--- src/link_event_pkg.sv ---
// Constants for the data link event flag block
package link_event_pkg;

  localparam int ADDR_W = 8;
  localparam int DATA_W = 8;
  localparam int FLAG_W = 7;

  // Register offsets
  localparam logic [ADDR_W-1:0] STATUS_OFS = 8'h06;
  localparam logic [ADDR_W-1:0] ENABLE_OFS = 8'h07;
  localparam logic [ADDR_W-1:0] DETECT_CTRL_OFS = 8'h08;
  localparam logic [ADDR_W-1:0] DETECT_VIEW_OFS = 8'h09;

  // Flag positions, shared by status and enable
  localparam int TX_BEGIN_BIT = 6;
  localparam int RX_BEGIN_BIT = 5;
  localparam int TX_END_BIT = 4;
  localparam int RX_END_BIT = 3;
  localparam int FCS_FAULT_BIT = 2;
  localparam int ABORT_BIT = 1;
  localparam int IDLE_BIT = 0;

  // Detector control fields
  localparam int DETECT_EN_BIT = 0;

  // Values after reset
  localparam logic [FLAG_W-1:0] STATUS_RST = 7'h00;
  localparam logic [FLAG_W-1:0] ENABLE_RST = 7'h00;
  localparam logic [DATA_W-1:0] RDATA_RST = 8'h00;
  localparam logic DETECT_EN_RST = 1'b1;

  // Serial detector figures
  localparam int ONES_W = 4;
  localparam logic [ONES_W-1:0] ABORT_ONES = 4'h7;
  localparam logic [ONES_W-1:0] OCTET_BITS = 4'h8;
  localparam logic [7:0] FLAG_OCTET = 8'h7E;
  localparam logic [7:0] WINDOW_RST = 8'h00;
  localparam logic [ONES_W-1:0] COUNT_RST = 4'h0;

endpackage

--- src/event_flag_bank.sv ---
// Bank of sticky event flags with set-over-clear priority
`timescale 1ns/1ps
`default_nettype none
module event_flag_bank
#(
  parameter int WIDTH = link_event_pkg::FLAG_W
)
(
  input wire logic clock,
  input wire logic rst_n,
  input wire logic [WIDTH-1:0] set_in,
  input wire logic [WIDTH-1:0] clear_in,
  output logic [WIDTH-1:0] flags
);
  import link_event_pkg::*;

  logic [WIDTH-1:0] flags_r;
  logic [WIDTH-1:0] flags_nxt;

  generate
    if (WIDTH < 1)
    begin : g_bad_width
      $error("event_flag_bank needs at least one flag");
    end
  endgenerate

  // An event in the clearing cycle survives to the next read
  always_comb
  begin
    flags_nxt = (flags_r & ~clear_in) | set_in;
  end

  always_ff @(posedge clock or negedge rst_n)
  begin
    if (!rst_n)
    begin
      flags_r <= '0;
    end
    else
    begin
      flags_r <= flags_nxt;
    end
  end

  assign flags = flags_r;

endmodule
`default_nettype wire

--- src/hdlc_link_event_flags.sv ---
// Event flags, enables, serial abort and idle detection for the first data link
//
// How it works
// The end-of-message flag, status bit 3, sets on a complete message or a full buffer.
// The check-sequence fault flag, status bit 2, sets when a message check sequence is bad.
// The abort flag, status bit 1, sets whenever seven ones in a row arrive on the link.
// The idle flag, status bit 0, sets whenever the flag octet 0x7E arrives on the link.
// Software takes idle and end-of-message reported together as a whole message received.
// Each flag resets to 0, holds 1 after its event and is cleared by a read of status.
// Enable bit 6, reset 0, lets a transmit-begin event raise the interrupt.
// Enable bit 5, reset 0, lets a receive-begin event raise the interrupt.
// Enable bit 4, reset 0, lets a transmit-end event raise the interrupt.
// Enable bit 3, reset 0, lets a receive-end event raise the interrupt.
// Status bits 6, 5 and 4 are read-clear flags for transmit begin, receive begin, transmit end.
// Enable bit 2, reset 0, gates the check-sequence fault interrupt.
// Enable bits 1 and 0, reset 0, gate the abort and idle interrupts.
// The interrupt is high while any flag is set with its enable bit at 1.
`timescale 1ns/1ps
`default_nettype none
module hdlc_link_event_flags
#(
  parameter int AW = link_event_pkg::ADDR_W,
  parameter int DW = link_event_pkg::DATA_W
)
(
  input wire logic clock,
  input wire logic rst_n,
  input wire logic [link_event_pkg::ADDR_W-1:0] reg_addr,
  input wire logic [link_event_pkg::DATA_W-1:0] reg_wdata,
  input wire logic reg_write,
  input wire logic reg_read,
  output logic [link_event_pkg::DATA_W-1:0] reg_rdata,
  input wire logic tx_begin_evt,
  input wire logic rx_begin_evt,
  input wire logic tx_end_evt,
  input wire logic rx_message_done,
  input wire logic rx_buffer_full,
  input wire logic rx_check_bad,
  input wire logic rx_abort_evt,
  input wire logic rx_idle_evt,
  input wire logic rx_bit,
  input wire logic rx_bit_valid,
  output logic irq
);
  import link_event_pkg::*;

  generate
    if (AW != ADDR_W || DW != DATA_W)
    begin : g_bad_width
      $error("hdlc_link_event_flags supports only the package bus widths");
    end
  endgenerate

  function automatic logic addr_hit(input logic [ADDR_W-1:0] addr,
                                    input logic [ADDR_W-1:0] ofs);
    addr_hit = (addr == ofs);
  endfunction

  function automatic logic [DATA_W-1:0] flags_to_word(input logic [FLAG_W-1:0] f);
    flags_to_word = {1'b0, f};
  endfunction

  // Register strobes
  logic status_rd;
  logic status_wr;
  logic enable_wr;
  logic ctrl_wr;

  always_comb
  begin
    status_rd = reg_read && addr_hit(reg_addr, STATUS_OFS);
    status_wr = reg_write && addr_hit(reg_addr, STATUS_OFS);
    enable_wr = reg_write && addr_hit(reg_addr, ENABLE_OFS);
    ctrl_wr = reg_write && addr_hit(reg_addr, DETECT_CTRL_OFS);
  end

  // Control registers
  logic [FLAG_W-1:0] link_event_enable_r;
  logic [FLAG_W-1:0] link_event_enable_nxt;
  logic detect_en_r;
  logic detect_en_nxt;

  always_comb
  begin
    link_event_enable_nxt = link_event_enable_r;
    detect_en_nxt = detect_en_r;
    // Enable bits written whole; bit 7 is reserved and dropped
    if (enable_wr)
    begin
      link_event_enable_nxt = reg_wdata[FLAG_W-1:0];
    end
    if (ctrl_wr)
    begin
      detect_en_nxt = reg_wdata[DETECT_EN_BIT];
    end
  end

  always_ff @(posedge clock or negedge rst_n)
  begin
    if (!rst_n)
    begin
      // enables reset closed
      link_event_enable_r <= ENABLE_RST;
      detect_en_r <= DETECT_EN_RST;
    end
    else
    begin
      link_event_enable_r <= link_event_enable_nxt;
      detect_en_r <= detect_en_nxt;
    end
  end

  // Serial detector for abort runs and flag octets
  logic [7:0] window_r;
  logic [7:0] window_nxt;
  logic [ONES_W-1:0] ones_r;
  logic [ONES_W-1:0] ones_nxt;
  logic [ONES_W-1:0] fill_r;
  logic [ONES_W-1:0] fill_nxt;
  logic serial_abort;
  logic serial_idle;
  logic [7:0] shifted;

  always_comb
  begin
    window_nxt = window_r;
    ones_nxt = ones_r;
    fill_nxt = fill_r;
    serial_abort = 1'b0;
    serial_idle = 1'b0;
    shifted = {window_r[6:0], rx_bit};
    if (!detect_en_r)
    begin
      window_nxt = WINDOW_RST;
      ones_nxt = COUNT_RST;
      fill_nxt = COUNT_RST;
    end
    else if (rx_bit_valid)
    begin
      window_nxt = shifted;
      if (fill_r != OCTET_BITS)
      begin
        fill_nxt = fill_r + 4'h1;
      end
      if (rx_bit)
      begin
        // Counter saturates so a long run of ones aborts only once
        if (ones_r != ABORT_ONES)
        begin
          ones_nxt = ones_r + 4'h1;
        end
        // seventh one in a row
        serial_abort = (ones_r == ABORT_ONES - 4'h1);
      end
      else
      begin
        ones_nxt = COUNT_RST;
      end
      // flag octet in window
      serial_idle = (shifted == FLAG_OCTET) && (fill_r >= OCTET_BITS - 4'h1);
    end
  end

  always_ff @(posedge clock or negedge rst_n)
  begin
    if (!rst_n)
    begin
      window_r <= WINDOW_RST;
      ones_r <= COUNT_RST;
      fill_r <= COUNT_RST;
    end
    else
    begin
      window_r <= window_nxt;
      ones_r <= ones_nxt;
      fill_r <= fill_nxt;
    end
  end

  // Event gathering
  logic [FLAG_W-1:0] flag_set;
  logic [FLAG_W-1:0] flag_clear;
  logic [FLAG_W-1:0] link_event_status;

  always_comb
  begin
    flag_set = '0;
    // begin and end of transfer flags
    flag_set[TX_BEGIN_BIT] = tx_begin_evt;
    flag_set[RX_BEGIN_BIT] = rx_begin_evt;
    flag_set[TX_END_BIT] = tx_end_evt;
    // complete message or full buffer
    flag_set[RX_END_BIT] = rx_message_done || rx_buffer_full;
    // bad check sequence
    flag_set[FCS_FAULT_BIT] = rx_check_bad;
    // abort from pin or serial detector
    flag_set[ABORT_BIT] = rx_abort_evt || serial_abort;
    // idle octet from pin or serial detector
    flag_set[IDLE_BIT] = rx_idle_evt || serial_idle;
  end

  // read clears all, write of one clears that bit
  always_comb
  begin
    flag_clear = '0;
    if (status_rd)
    begin
      flag_clear = '1;
    end
    else if (status_wr)
    begin
      flag_clear = reg_wdata[FLAG_W-1:0];
    end
  end

  // sticky flags with set winning over clear
  event_flag_bank #(
    .WIDTH(FLAG_W)
  ) u_flags (
    .clock(clock),
    .rst_n(rst_n),
    .set_in(flag_set),
    .clear_in(flag_clear),
    .flags(link_event_status)
  );

  // Read data, valid only in the cycle after the strobe
  logic [DATA_W-1:0] rdata_r;
  logic [DATA_W-1:0] rdata_nxt;

  always_comb
  begin
    rdata_nxt = RDATA_RST;
    if (reg_read)
    begin
      unique case (reg_addr)
        STATUS_OFS:
        begin
          // Value before the clear, so no flag is seen twice or lost
          rdata_nxt = flags_to_word(link_event_status);
        end
        ENABLE_OFS:
        begin
          rdata_nxt = flags_to_word(link_event_enable_r);
        end
        DETECT_CTRL_OFS:
        begin
          rdata_nxt = {7'h00, detect_en_r};
        end
        DETECT_VIEW_OFS:
        begin
          rdata_nxt = window_r;
        end
        default:
        begin
          rdata_nxt = RDATA_RST;
        end
      endcase
    end
  end

  always_ff @(posedge clock or negedge rst_n)
  begin
    if (!rst_n)
    begin
      rdata_r <= RDATA_RST;
    end
    else
    begin
      rdata_r <= rdata_nxt;
    end
  end

  assign reg_rdata = rdata_r;

  // Interrupt request
  logic [FLAG_W-1:0] gated;

  always_comb
  begin
    // transmit begin gate
    gated[TX_BEGIN_BIT] = link_event_status[TX_BEGIN_BIT] && link_event_enable_r[TX_BEGIN_BIT];
    // receive begin gate
    gated[RX_BEGIN_BIT] = link_event_status[RX_BEGIN_BIT] && link_event_enable_r[RX_BEGIN_BIT];
    // transmit end gate
    gated[TX_END_BIT] = link_event_status[TX_END_BIT] && link_event_enable_r[TX_END_BIT];
    // receive end gate
    gated[RX_END_BIT] = link_event_status[RX_END_BIT] && link_event_enable_r[RX_END_BIT];
    // check fault gate
    gated[FCS_FAULT_BIT] = link_event_status[FCS_FAULT_BIT]
                           && link_event_enable_r[FCS_FAULT_BIT];
    // abort and idle gates
    gated[ABORT_BIT] = link_event_status[ABORT_BIT] && link_event_enable_r[ABORT_BIT];
    gated[IDLE_BIT] = link_event_status[IDLE_BIT] && link_event_enable_r[IDLE_BIT];
  end

  // level request from registered flags only, so it cannot glitch on inputs
  assign irq = |gated;

endmodule
`default_nettype wire

--- config.mk ---
export PLATFORM = sky130hd
export DESIGN_NAME = hdlc_link_event_flags
export DESIGN_NICKNAME = d
export VERILOG_FILES = /design/src/link_event_pkg.sv /design/src/event_flag_bank.sv /design/src/hdlc_link_event_flags.sv
export SDC_FILE = /design/constraint.sdc
export NUM_CORES = 1
export LEC_CHECK = 0
export BUFFER_PORTS_ARGS = -buffer_cell sky130_fd_sc_hd__buf_4
export CAP_MARGIN = 5
export CORE_MARGIN = 1
export CORE_UTILIZATION = 53
export CTS_CLUSTER_DIAMETER = 40
export CTS_CLUSTER_SIZE = 40
export DETAILED_ROUTE_END_ITERATION = 10
export PLACE_DENSITY = 0.77
export SLEW_MARGIN = 20
export SYNTH_ARGS = -nofsm -noshare
export SYNTH_HDL_FRONTEND = slang
export SYNTH_HIERARCHICAL = 1
export SYNTH_SLANG_ARGS = --single-unit
--- constraint.sdc ---
create_clock -name clock -period 3.15 [get_ports clock]
set_input_delay 0.63 -clock clock [delete_from_list [all_inputs] [get_ports clock]]
set_output_delay 0.63 -clock clock [all_outputs]
set_load 0.005 [all_outputs]
==> run summary <==
Die area: 4050 um^2
Number of H-tree levels: 2
Post-layout util: 66.3%
Post-CTS sizing: 0
DR vias: 1561
Number of global-route vias before repair: 1628
Max Cap Viol: 0
Worst Max-Slew Pin Slew: 538 ps
Setup violations, final: 0
Layout cells sized above 1: 28.1%
Part of the cycle the worst path needs: 62.4%
Worst Setup End Kind: output port
Adder and majority gate portion of the synthesized area: 2.48%
Most frequent cells in the layout: dfrtp_1 (38), buf_4 (37), nor2_1 (14), mux2_2 (12)
WP data required: 2520 ps
GRT overflow: 0
Syn nets: 227
GRT Total Usage: 23.5%
P_leak: 0.00109 uW
Area delta synth->final: 20.4%
Core Box Area: 3660 um^2
WL final: 4210 um
Die H: 63.7 um
Post-synthesis compound-gate area fraction: 14.3%
Largest net degree at the start of global routing: 40
Via density: 5.66
DRC: 0
Final Hold Violating Endpoints: 0
Slowest CP cell: dfrtp_1
Startpoint types: flip-flop
Synth Area per Inst: 10.4 um^2
Relative slew slack: 64.0%
Critical Path, Cell by Cell: a222oi_1 > nand3_1 > buf_4
Yosys cell types: 43
CTS tree: built
Wire per inst: 15.3 um
Synth top area share: 47.2%
Critical path peak fanout: 3
Top delay family on crit path: flip-flops
Max Fclk: 509 MHz
Mapped cell area: 2010 um^2
Clock Tree Root: clkbuf_8
Critical path type: flip-flop to output port
Antenna diodes: 0
Hold WC Path Type: primary input to asynchronous set/reset pin
Largest cells by area after synthesis: dfrtp_1 (47%), mux2_2 (6.7%), mux2i_1 (4.0%), a21o_1 (3.0%), a22oi_1 (3.0%)
Synth warnings: 6
# nets final: 261
Register area share after synthesis: 48.5%
Status: complete, no violations
IO Pins: 39
Footprint of the multi-input gates: 952 um^2
Simple-Gate Fraction of Synth Area: 18.1%
XOR/XNOR Fraction of Synth Area: 0.870%
Number of antenna-violating nets in the routed design: 0
Gate count of the mapped netlist: 193
Initial antenna violation count: 0
R2R Setup Slk: 1630 ps
Detailed Place HPWL: 3020 um
First-pass GRT wire length: 7160 um
Register area: 977 um^2
First DRT Iteration DRCs: 78
Most common cell after layout, fill and taps aside: dfrtp_1
Reg clk slew, reported paths: 80 ps
P per Cell Area: 427 nW/um^2
Gpl congestion: 0.839
Max Clock Skew: 7.43 ps
Max clock buf depth: 2
Max Slew Vio Count: 0
RSZ-0062 raised after global routing: false
Register bit total from synthesis: 39
Count of hold-fix buffers inserted at cts: 0
Worst path max stage delay: 400 ps
Number of post-CTS setup repair buffers: 0
Largest family of logic cells by synthesized area: simple AND/OR/NAND/NOR gates
First drt pass iteration count: 4
Die W: 63.7 um
Clk sinks: 39
Multiplexer share of the synthesized area: 11.4%
CTS Buf Count: 5
Row count: 22
Cell taking the most area after synthesis: dfrtp_1
Max rail drop VDD: 0.000321 V
Worst path bufs/invs: 1
Critical Path AT: 1340 ps
Skew-Pair Late Insertion Delay: 290 ps
IO Port Bufs: 37
Hold slack: 291 ps
Starting Density: 55.0%
Fillers: 287
Setup TNS: 0 ps
Final Critical Period: 1970 ps
## synthesized netlist by cell type, drive strengths merged
master   n
and2     4
nand2   10
nand4    4
nor4     1
o211ai   1
nor2b    9
nor3     2
dfrtp   38
a31oi    1
o21a     3
a21oi   11
and2b    1
nor3b    2
nor2    14
buf      5
o22ai    1
nand2b   2
nand3    8
a22oi    8
and3b    2
dfstp    1
a21boi   4
o21ai    1
a222oi   1
a22o     1
xnor2    2
mux2i    8
ha       4
or2      2
a21o     8
o21bai   1
inv     11
and3     1
mux2    13
clkbuf   5
a41o     1
nand3b   2
## cells by family after synthesis
group / count (synthesis)
compound gates: 42
xor+xnor: 2
fa+ha+maj: 4
buf+inv: 21
flops: 39
mux: 21
simple gates: 64
## final cells by class
| class | instances | share of cell area [%] |
|---|---|---|
| Clock inverter | 2 | 1.44 |
| Multi-Input combinational cell | 133 | 39.2 |
| Tap cell | 48 | 2.48 |
| Sequential cell | 39 | 40.3 |
| Timing Repair Buffer | 37 | 11.4 |
| Inverter | 11 | 1.70 |
| Clock buffer | 6 | 3.40 |
## state kept, by name, indices dropped and copies added (netlist names)
signal	flops
ones_r	4
link_event_enable_r	7
window_r	8
fill_r	4
reg_rdata	8
detect_en_r	1
u_flags/flags	7
## final timing paths
kind,startpoint,end,depth (start not counted)
max,u_flags/flags[6],irq,3
min,rst_n,reg_rdata[7],1
max reg2reg,fill_r[0],fill_r[2],6
min reg2reg,window_r[7],reg_rdata[7],2
max in group asynchronous,rst_n,detect_en_r,1
min in group clock,window_r[7],reg_rdata[7],2
## power breakdown
part | internal [uW] | switching [uW]
clock network | 256 | 172
registers | 507 | 7.31
logic | 49.5 | 44.2
total | 812 | 224
## metal layers
metal,wire (um),vias up,global-route usage (%)
met4,74,0,10.5
met1,1800,774,27.8
met5,0,-,0
met2,2170,37,39.9
li1,-,741,-
met3,170,9,5.80
## metrics by stage
stage	setup slack (ps)	cells	total power (uW)	area [um^2]
floorplan	1410	193	564	2010
detailed placement	1070	268	618	2310
finish	1180	276	1040	2430
global route	1100	276	1070	2430
CTS	1170	276	1040	2430
global placement	1090	268	614	2310
Power figures use the tool's default switching activity.
